## config.mk

```make
export PLATFORM = sky130hd
export DESIGN_NAME = vsd_top
export DESIGN_NICKNAME = d
export VERILOG_FILES = /design/src/hdl/vsd_pkg.sv /design/src/hdl/vsd_dec_if.sv /design/src/hdl/vsd_seg_decode.sv /design/src/hdl/vsd_top.sv
export VERILOG_INCLUDE_DIRS = /design/src /design/src/hdl
export SDC_FILE = /design/constraint.sdc
export NUM_CORES = 1
export LEC_CHECK = 0
export BUFFER_PORTS_ARGS = -buffer_cell sky130_fd_sc_hd__buf_2
export CAP_MARGIN = 40
export CELL_PAD_IN_SITES_DETAIL_PLACEMENT = 0
export CELL_PAD_IN_SITES_GLOBAL_PLACEMENT = 1
export CORE_AREA = 2 2 186 188
export DETAILED_ROUTE_END_ITERATION = 8
export DIE_AREA = 0 0 188 190
export HOLD_SLACK_MARGIN = 0.1
export PLACE_DENSITY_LB_ADDON = 0.1
export SLEW_MARGIN = 10
export SYNTH_ARGS = -nofsm -noshare
export SYNTH_HDL_FRONTEND = slang
export SYNTH_HIERARCHICAL = 1
export SYNTH_SLANG_ARGS = --single-unit
```

## constraint.sdc

```tcl
create_clock -name i_clk -period 6.8 [get_ports i_clk]
set_input_delay 1.36 -clock i_clk [delete_from_list [all_inputs] [get_ports i_clk]]
set_output_delay 1.36 -clock i_clk [all_outputs]
set_load 0.005 [all_outputs]
```

## src/hdl/vsd_regs.svh

```systemverilog
// register offsets, field positions, reset values and codes of the segment decoder
// assumes a 32-bit axi4-lite slave with 12-bit byte addresses
`ifndef VSD_REGS_SVH
`define VSD_REGS_SVH
`define VSD_OFF_STATUS 12'h000
`define VSD_OFF_ENTRY_HI 12'h004
`define VSD_OFF_CONFIG 12'h008
`define VSD_OFF_MODE 12'h00c
`define VSD_OFF_RESULT 12'h010
`define VSD_PRIV_HI 4
`define VSD_PRIV_LO 3
`define VSD_ERR_LVL_BIT 2
`define VSD_EXC_LVL_BIT 1
`define VSD_PRIV_KERN 2'h0
`define VSD_PRIV_SUP 2'h1
`define VSD_PRIV_USER 2'h2
`define VSD_STATUS_RST 5'h00
`define VSD_SEG0_ATTR_RST 3'h2
`define VSD_C_CACHED 3'h3
`define VSD_C_UNCACHED 3'h2
`define VSD_TOP_LOW 2'h0
`define VSD_TOP_SUP 2'h1
`define VSD_TOP_PHYS 2'h2
`define VSD_TOP_HIGH 2'h3
`define VSD_CSEL_SEG0 2'h0
`define VSD_CSEL_SEG1 2'h1
`define VSD_CSEL_SUP 2'h2
`define VSD_CSEL_KERN 2'h3
`define VSD_REFILL_OFF 12'h080
`define VSD_RESP_OKAY 2'h0
`define VSD_RESP_SLVERR 2'h2
`endif

```

## src/hdl/vsd_pkg.sv

```systemverilog
// types shared by the segment decoder modules
// assumes the offsets and codes of vsd_regs.svh
package vsd_pkg;
  typedef enum logic [1:0] {mode_kern, mode_sup, mode_user} vsd_mode_t;
  typedef enum logic [3:0] {
    seg_none, seg_user64, seg_sup_user, seg_sup_cur, seg_sup_compat,
    seg_kern_user, seg_kern_sup, seg_kern_phys, seg_kern_mapped,
    seg_compat0, seg_compat1, seg_compat_sup, seg_compat3
  } vsd_seg_t;
endpackage

```

## src/hdl/vsd_dec_if.sv

```systemverilog
// signals between the decoder core and the top of the segment decoder
// assumes one clock; va and the decoder outputs are combinational, priv, exc_lvl, err_lvl and seg0_attr come from registers
`timescale 1ns/1ps
interface vsd_dec_if;
  logic [63:0] va;
  logic [1:0] priv;
  logic exc_lvl;
  logic err_lvl;
  logic [2:0] seg0_attr;
  vsd_pkg::vsd_mode_t mode;
  vsd_pkg::vsd_seg_t seg;
  logic mapped;
  logic addr_err;
  logic [47:0] pa;
  logic [2:0] attr;
  logic cached;
  modport dec (input va, priv, exc_lvl, err_lvl, seg0_attr,
    output mode, seg, mapped, addr_err, pa, attr, cached);
  modport user (output va, priv, exc_lvl, err_lvl, seg0_attr,
    input mode, seg, mapped, addr_err, pa, attr, cached);
endinterface

```

## src/hdl/vsd_seg_decode.sv

```systemverilog
// combinational mode and address segment decode
// assumes the mode inputs are stable register outputs of the top module and va is the live request address
`timescale 1ns/1ps
`include "vsd_regs.svh"
module vsd_seg_decode (
  vsd_dec_if.dec dif
);
  logic [1:0] top;
  logic [1:0] csel;
  logic hi_zero;
  logic compat;
  assign top = dif.va[63:62];
  assign csel = dif.va[30:29];
  assign hi_zero = (dif.va[61:48] == 14'h0000);
  assign compat = (dif.va[61:31] == 31'h7fffffff);
  always_comb begin
    if (dif.exc_lvl || dif.err_lvl || dif.priv == `VSD_PRIV_KERN) begin
      dif.mode = vsd_pkg::mode_kern;
    end else if (dif.priv == `VSD_PRIV_SUP) begin
      dif.mode = vsd_pkg::mode_sup;
    end else begin
      dif.mode = vsd_pkg::mode_user;
    end
  end
  always_comb begin
    dif.seg = vsd_pkg::seg_none;
    dif.pa = 48'h000000000000;
    dif.attr = `VSD_C_UNCACHED;
    unique case (dif.mode)
      vsd_pkg::mode_user: begin
        if (top == `VSD_TOP_LOW && hi_zero) dif.seg = vsd_pkg::seg_user64;
      end
      vsd_pkg::mode_sup: begin
        if (top == `VSD_TOP_LOW && hi_zero) dif.seg = vsd_pkg::seg_sup_user;
        else if (top == `VSD_TOP_SUP && hi_zero) dif.seg = vsd_pkg::seg_sup_cur;
        else if (top == `VSD_TOP_HIGH && compat && csel == `VSD_CSEL_SUP) dif.seg = vsd_pkg::seg_sup_compat;
      end
      vsd_pkg::mode_kern: begin
        unique case (top)
          `VSD_TOP_LOW: if (hi_zero) dif.seg = vsd_pkg::seg_kern_user;
          `VSD_TOP_SUP: if (hi_zero) dif.seg = vsd_pkg::seg_kern_sup;
          `VSD_TOP_PHYS: begin
            if (dif.va[58:48] == 11'h000) dif.seg = vsd_pkg::seg_kern_phys;
            dif.pa = dif.va[47:0];
            dif.attr = dif.va[61:59];
          end
          `VSD_TOP_HIGH: begin
            if (!compat) begin
              dif.seg = vsd_pkg::seg_kern_mapped;
            end else begin
              dif.pa = {19'h00000, dif.va[28:0]};
              unique case (csel)
                `VSD_CSEL_SEG0: begin
                  dif.seg = vsd_pkg::seg_compat0;
                  dif.attr = dif.seg0_attr;
                end
                `VSD_CSEL_SEG1: dif.seg = vsd_pkg::seg_compat1;
                `VSD_CSEL_SUP: dif.seg = vsd_pkg::seg_compat_sup;
                `VSD_CSEL_KERN: dif.seg = vsd_pkg::seg_compat3;
              endcase
            end
          end
        endcase
      end
    endcase
  end
  assign dif.addr_err = (dif.seg == vsd_pkg::seg_none);
  assign dif.mapped = !(dif.seg inside {vsd_pkg::seg_none, vsd_pkg::seg_kern_phys,
    vsd_pkg::seg_compat0, vsd_pkg::seg_compat1});
  assign dif.cached = !dif.mapped && !dif.addr_err && (dif.attr == `VSD_C_CACHED);
endmodule

```

## src/hdl/vsd_top.sv

```systemverilog
// virtual address segment and privilege mode decoder with axi4-lite registers
// assumes one 250 mhz clock, synchronous active-high reset, pipeline inputs synchronous
//
// Added by the designer: register access over AXI4-Lite and the address map.
`timescale 1ns/1ps
`include "vsd_regs.svh"
module vsd_top (
  input wire logic i_clk,
  input wire logic i_rst,
  input wire logic i_s_axi_awvalid,
  output logic o_s_axi_awready,
  input wire logic [11:0] i_s_axi_awaddr,
  input wire logic i_s_axi_wvalid,
  output logic o_s_axi_wready,
  input wire logic [31:0] i_s_axi_wdata,
  input wire logic [3:0] i_s_axi_wstrb,
  output logic o_s_axi_bvalid,
  input wire logic i_s_axi_bready,
  output logic [1:0] o_s_axi_bresp,
  input wire logic i_s_axi_arvalid,
  output logic o_s_axi_arready,
  input wire logic [11:0] i_s_axi_araddr,
  output logic o_s_axi_rvalid,
  input wire logic i_s_axi_rready,
  output logic [31:0] o_s_axi_rdata,
  output logic [1:0] o_s_axi_rresp,
  input wire logic i_req,
  input wire logic [63:0] i_va,
  input wire logic i_page_16m,
  input wire logic i_exc_take,
  input wire logic i_exc_return,
  input wire logic i_tlb_miss,
  input wire logic i_tlb_global,
  output logic o_valid,
  output logic [1:0] o_mode,
  output logic [3:0] o_seg,
  output logic o_mapped,
  output logic o_tag_append,
  output logic o_addr_err,
  output logic [47:0] o_pa,
  output logic [2:0] o_attr,
  output logic o_cached,
  output logic [7:0] o_asid,
  output logic o_global,
  output logic [23:0] o_page_offset,
  output logic [35:0] o_vpn,
  output logic o_refill_ext,
  output logic [11:0] o_refill_offset
);
  vsd_dec_if dif ();
  logic [1:0] priv_reg;
  logic exc_lvl_reg;
  logic err_lvl_reg;
  logic [7:0] asid_reg;
  logic [2:0] seg0_attr_reg;
  logic [63:0] va_reg;
  logic aw_hold_reg;
  logic w_hold_reg;
  logic [11:0] awaddr_reg;
  logic [31:0] wdata_reg;
  logic [3:0] wstrb_reg;
  logic aw_take;
  logic w_take;
  logic ar_take;
  logic do_write;
  logic aw_hold_next;
  logic w_hold_next;
  logic rvalid_next;
  logic sw_status;
  logic [31:0] rdata_next;
  logic [1:0] rresp_next;
  localparam logic [4:0] status_rst = `VSD_STATUS_RST;

  function automatic logic known_off(input logic [11:0] off);
    known_off = off inside {`VSD_OFF_STATUS, `VSD_OFF_ENTRY_HI, `VSD_OFF_CONFIG,
      `VSD_OFF_MODE, `VSD_OFF_RESULT};
  endfunction

  // decoder works on the registered mode bits and the live request address
  assign dif.va = i_va;
  assign dif.priv = priv_reg;
  assign dif.exc_lvl = exc_lvl_reg;
  assign dif.err_lvl = err_lvl_reg;
  assign dif.seg0_attr = seg0_attr_reg;
  vsd_seg_decode u_dec (
    .dif(dif)
  );

  // write channel handshake
  assign aw_take = i_s_axi_awvalid && o_s_axi_awready;
  assign w_take = i_s_axi_wvalid && o_s_axi_wready;
  assign do_write = aw_hold_reg && w_hold_reg && !o_s_axi_bvalid;
  assign aw_hold_next = do_write ? 1'b0 : (aw_hold_reg || aw_take);
  assign w_hold_next = do_write ? 1'b0 : (w_hold_reg || w_take);
  assign sw_status = do_write && awaddr_reg == `VSD_OFF_STATUS && wstrb_reg[0];

  always_ff @(posedge i_clk) begin
    if (i_rst) begin
      aw_hold_reg <= 1'b0;
      w_hold_reg <= 1'b0;
      o_s_axi_awready <= 1'b0;
      o_s_axi_wready <= 1'b0;
      awaddr_reg <= 12'h000;
      wdata_reg <= 32'h00000000;
      wstrb_reg <= 4'h0;
    end else begin
      aw_hold_reg <= aw_hold_next;
      w_hold_reg <= w_hold_next;
      o_s_axi_awready <= !aw_hold_next;
      o_s_axi_wready <= !w_hold_next;
      if (aw_take) awaddr_reg <= {i_s_axi_awaddr[11:2], 2'h0};
      if (w_take) begin
        wdata_reg <= i_s_axi_wdata;
        wstrb_reg <= i_s_axi_wstrb;
      end
    end
  end

  always_ff @(posedge i_clk) begin
    if (i_rst) begin
      o_s_axi_bvalid <= 1'b0;
      o_s_axi_bresp <= `VSD_RESP_OKAY;
    end else if (do_write) begin
      o_s_axi_bvalid <= 1'b1;
      o_s_axi_bresp <= known_off(awaddr_reg) ? `VSD_RESP_OKAY : `VSD_RESP_SLVERR;
    end else if (i_s_axi_bready) begin
      o_s_axi_bvalid <= 1'b0;
    end
  end

  // mode bits: hardware events win over a software write in the same cycle
  always_ff @(posedge i_clk) begin
    if (i_rst) begin
      priv_reg <= status_rst[`VSD_PRIV_HI:`VSD_PRIV_LO];
      err_lvl_reg <= status_rst[`VSD_ERR_LVL_BIT];
      exc_lvl_reg <= status_rst[`VSD_EXC_LVL_BIT];
    end else begin
      if (sw_status) begin
        priv_reg <= wdata_reg[`VSD_PRIV_HI:`VSD_PRIV_LO];
        err_lvl_reg <= wdata_reg[`VSD_ERR_LVL_BIT];
        exc_lvl_reg <= wdata_reg[`VSD_EXC_LVL_BIT];
      end
      if (i_exc_take) begin
        exc_lvl_reg <= 1'b1;
      end else if (i_exc_return) begin
        if (err_lvl_reg) err_lvl_reg <= 1'b0;
        else exc_lvl_reg <= 1'b0;
      end
    end
  end

  always_ff @(posedge i_clk) begin
    if (i_rst) begin
      asid_reg <= 8'h00;
      seg0_attr_reg <= `VSD_SEG0_ATTR_RST;
    end else if (do_write && wstrb_reg[0]) begin
      if (awaddr_reg == `VSD_OFF_ENTRY_HI) asid_reg <= wdata_reg[7:0];
      if (awaddr_reg == `VSD_OFF_CONFIG) seg0_attr_reg <= wdata_reg[2:0];
    end
  end

  // read channel
  assign ar_take = i_s_axi_arvalid && o_s_axi_arready;
  assign rvalid_next = ar_take ? 1'b1 : (o_s_axi_rvalid && !i_s_axi_rready);
  always_comb begin
    rdata_next = 32'h00000000;
    rresp_next = `VSD_RESP_OKAY;
    unique case ({i_s_axi_araddr[11:2], 2'h0})
      `VSD_OFF_STATUS: rdata_next = {27'h0000000, priv_reg, err_lvl_reg, exc_lvl_reg, 1'b0};
      `VSD_OFF_ENTRY_HI: rdata_next = {24'h000000, asid_reg};
      `VSD_OFF_CONFIG: rdata_next = {29'h00000000, seg0_attr_reg};
      `VSD_OFF_MODE: rdata_next = {30'h00000000, dif.mode};
      `VSD_OFF_RESULT: rdata_next = {26'h0000000, o_addr_err, o_mapped, o_seg};
      default: rresp_next = `VSD_RESP_SLVERR;
    endcase
  end

  always_ff @(posedge i_clk) begin
    if (i_rst) begin
      o_s_axi_rvalid <= 1'b0;
      o_s_axi_arready <= 1'b0;
      o_s_axi_rdata <= 32'h00000000;
      o_s_axi_rresp <= `VSD_RESP_OKAY;
    end else begin
      o_s_axi_rvalid <= rvalid_next;
      o_s_axi_arready <= !rvalid_next;
      if (ar_take) begin
        o_s_axi_rdata <= rdata_next;
        o_s_axi_rresp <= rresp_next;
      end
    end
  end

  // per-access classification, one cycle after the request
  always_ff @(posedge i_clk) begin
    if (i_rst) begin
      o_valid <= 1'b0;
      o_mode <= 2'h0;
      o_seg <= 4'h0;
      o_mapped <= 1'b0;
      o_tag_append <= 1'b0;
      o_addr_err <= 1'b0;
      o_pa <= 48'h000000000000;
      o_attr <= 3'h0;
      o_cached <= 1'b0;
      va_reg <= 64'h0000000000000000;
    end else begin
      o_valid <= i_req;
      if (i_req) begin
        va_reg <= i_va;
        o_mode <= dif.mode;
        o_seg <= dif.seg;
        o_mapped <= dif.mapped;
        o_tag_append <= dif.mapped;
        o_addr_err <= dif.addr_err;
        o_pa <= dif.pa;
        o_attr <= dif.attr;
        o_cached <= dif.cached;
      end
    end
  end

  // tag, global bit, page split and refill vector
  always_ff @(posedge i_clk) begin
    if (i_rst) begin
      o_asid <= 8'h00;
      o_global <= 1'b0;
      o_page_offset <= 24'h000000;
      o_vpn <= 36'h000000000;
      o_refill_ext <= 1'b0;
      o_refill_offset <= 12'h000;
    end else begin
      o_asid <= asid_reg;
      o_global <= i_tlb_global;
      if (i_req) begin
        o_page_offset <= i_page_16m ? i_va[23:0] : {12'h000, i_va[11:0]};
        o_vpn <= i_page_16m ? {12'h000, i_va[47:24]} : i_va[47:12];
      end
      o_refill_ext <= i_tlb_miss && o_valid && o_seg == vsd_pkg::seg_user64;
      o_refill_offset <= `VSD_REFILL_OFF;
    end
  end
endmodule

```

==> results by group <==
Clock tree
  • Clock Tree Buf Depth: 2
  • CTS Buf Count: 17
  • Post-CTS setup buffer count: 0
  • Clk sinks: 183
  • CTS clk-pin slew, worst paths: 70 ps
  • H-tree depth: 4
  • CTS tree: done
  • Clock Latency Late Sink: 450 ps
  • Root Buffer: clkbuf_16
  • Post-CTS sizing: 0
  • Hold buffer count at cts: 0

Critical path
  • Worst-path maximum fanout: 13
  • Buf/Inv on CP: 1
  • Family with the most delay on the worst path: simple AND/OR/NAND/NOR gates
  • CP endpoint kind: flip-flop
  • Critical path required time: 7190 ps
  • Crit path largest cell delay: 360 ps
  • Critical Path Start Type: primary input
  • Worst path slowest cell: or3b_1
  • Critical Path AT: 3490 ps
  • Crit Path Class: in -> reg
  • Critical path cell sequence: buf_2 > nand4_2 > nor4_4 > o2111ai_1 > a211oi_2 > or2_2 > or3b_1 > a21oi_1 > mux2i_1 > nor2_1

STA
  • Final Hold Viols: 0
  • Max Fclk: 322 MHz
  • Slew headroom: 0.432
  • RSZ-0062 raised after global routing: false
  • Min cycle time layout: 3100 ps
  • Worst slew pin tran: 852 ps
  • Aggregate negative setup slack: 0 ps
  • # setup viols final: 0
  • Final Max Slew Viols: 0
  • Hold slack: 460 ps
  • Final Skew: 10.1 ps
  • Final period util: 0.456

Min path
  • Worst min path class: reg -> reg

Synthesis
  • Most common cell in the netlist: dfxtp_1
  • Yosys warnings: 6
  • Post-synth top cells: 183 x dfxtp_1, 134 x nor2_1, 107 x mux2i_1
  • Top cells by area, synth: dfxtp_1 46%, mux2i_1 13%, nor2_1 6.3%, buf_4 3.6%, a21oi_1 3.4%
  • Seq/Total Area, Yosys: 0.459
  • Avg Inst Size Synth: 9.06 µm²
  • Synth async-reset ratio: 0
  • Most used DFF post-synth: dfxtp_1
  • Post-synth EDFFs: 0
  • FF+latch count, synth: 183
  • Mapped Area: 0.00799 mm²
  • Share of the synthesized area in the top cell type: 0.459
  • Synth cell types: 54
  • Cell count after synthesis: 882
  • Cell taking the most area after synthesis: dfxtp_1

Global route
  • GRT overflow: 0
  • Initial antenna violation count: 2
  • First-pass GRT wire length: 41200 µm
  • Largest net degree at the start of global routing: 95
  • Gr usage total: 0.153
  • Vias in the first global route: 6550

Die
  • Area of the core: 0.0339 mm²
  • Chip Width: 188 µm
  • Rows: 68
  • DIE AREA: 0.0357 mm²
  • # IOs: 322
  • Starting density of the core: 0.235
  • Die outline height: 190 µm

Placement
  • Post-DP HPWL: 19800 µm
  • Placer Congestion: 0.749
  • I/O Buffers: 253

Finish
  • Final #Nets: 1245
  • Largest register FFs: 48
  • Layout cells sized above 1: 0.280
  • Area growth, synth to finish: 27.7%
  • Largest Register: o_pa
  • # fillers: 3680
  • Regs by FF count: o_pa (48), o_vpn (36), o_page_offset (24)

Flow run
  • Max-cap violations: 0

Routing
  • Remaining DRCs: 0
  • TritonRoute pass-1 iters: 4
  • Remaining antenna violation count: 0
  • DR iter-0 viols: 365
  • Via count: 6687
  • DR vias/cell: 4.25
  • WL final: 27400 µm
  • WL/cell: 17.4 µm

Pwr
  • Static Leak: 4.84 nW
  • VDD IR-drop max: 0.183 mV
  • Pwr Density: 245 mW/mm²

Outcome
  • Status: completed
per-layer routing:
| layer | track usage | wire length [µm] | vias to the layer above |
|---|---|---|---|
| met2 | 0.243 | 12500 | 207 |
| met1 | 0.191 | 12300 | 3058 |
| met3 | 0.0559 | 2170 | 25 |
| li1 | - | - | 3393 |
| met5 | 0 | 19 | - |
| met4 | 0.0500 | 472 | 4 |
power by group:
group,switching (mW),internal [mW]
clock network,0.457,0.646
logic,0.153,0.110
registers,0.0220,1.11
total,0.632,1.87
layout make-up:
cell class / count / area [µm²] / area share
Multi-Input combinational cell: 628 / 3890 / 0.382
Antenna cell: 2 / 5.00 / 0.000491
Tap cell: 455 / 569 / 0.0558
Timing Repair Buffer: 264 / 1390 / 0.137
Clock inverter: 11 / 170 / 0.0167
Sequential cell: 183 / 3660 / 0.359
Inverter: 10 / 37.5 / 0.00368
Clock buffer: 21 / 470 / 0.0461
path summary, 6_finish.rpt:
kind | cells after the start | slack [ps] | end | from
worst max-delay path | 10 | 3700 | o_cached | i_va[62]
worst min-delay path | 2 | 460 | o_s_axi_rdata[7] | o_s_axi_rdata[7]
worst max register to register | 9 | 4570 | o_cached | dif.err_lvl
worst min register to register | 2 | 460 | o_s_axi_rdata[7] | o_s_axi_rdata[7]
per-stage QoR:
step | setup WS, ps | power [mW] | instance area, µm² | instances | utilization
after detailed placement | 3230 | 1.43 | 9560 | 1540 | 0.282
after global placement | 3210 | 1.42 | 9500 | 1537 | 0.280
after floorplan | 3730 | 1.31 | 8130 | 918 | -
after global routing | 3560 | 2.62 | 10200 | 1572 | 0.300
after CTS | 3690 | 2.55 | 10200 | 1572 | 0.300
final | 3700 | 2.50 | 10200 | 1574 | 0.301
worst reg2reg max path, delay by kind of cell, from the launching register on:
family,cells,cell delay [ps]
mux,1,140
simple gates,4,720
flops,1,370
compound gates,4,880
cell usage in the layout, fill, tap and decap left out, types with 3 or more instances in the layout:
cell type / netlist / layout
clkinvlp_4: 0 / 3
a211oi_1: 26 / 26
and3_1: 23 / 23
buf_4: 38 / 9
buf_2: 17 / 251
inv_1: 10 / 10
nor3b_1: 4 / 4
bufinv_16: 0 / 4
a21oi_1: 55 / 54
nand2_1: 61 / 61
dfxtp_1: 183 / 183
ha_1: 4 / 4
mux2i_1: 107 / 107
nand4_1: 9 / 9
mux2_2: 7 / 7
nand2b_1: 6 / 6
nor3_1: 9 / 9
o21ai_0: 9 / 8
nor4_1: 7 / 7
nor2b_1: 41 / 41
conb_1: 1 / 37
a22o_1: 4 / 4
nor2_1: 134 / 134
o2111ai_1: 4 / 4
and2_1: 34 / 34
nand3b_1: 3 / 3
nand3_1: 7 / 7
clkbuf_16: 0 / 17
clkbuf_8: 0 / 3
cell families after synthesis:
logic type / share of synthesized area
DFF: 0.459
and+or+nand+nor: 0.225
AOI/OAI and AO/OA: 0.0935
buffers and inverters: 0.0717
xor gates and xnor gates: 0.00110
other: 0.000469
muxes: 0.144
adders and majority gates: 0.00626
Note: power is estimated with default switching activity, not from simulation.
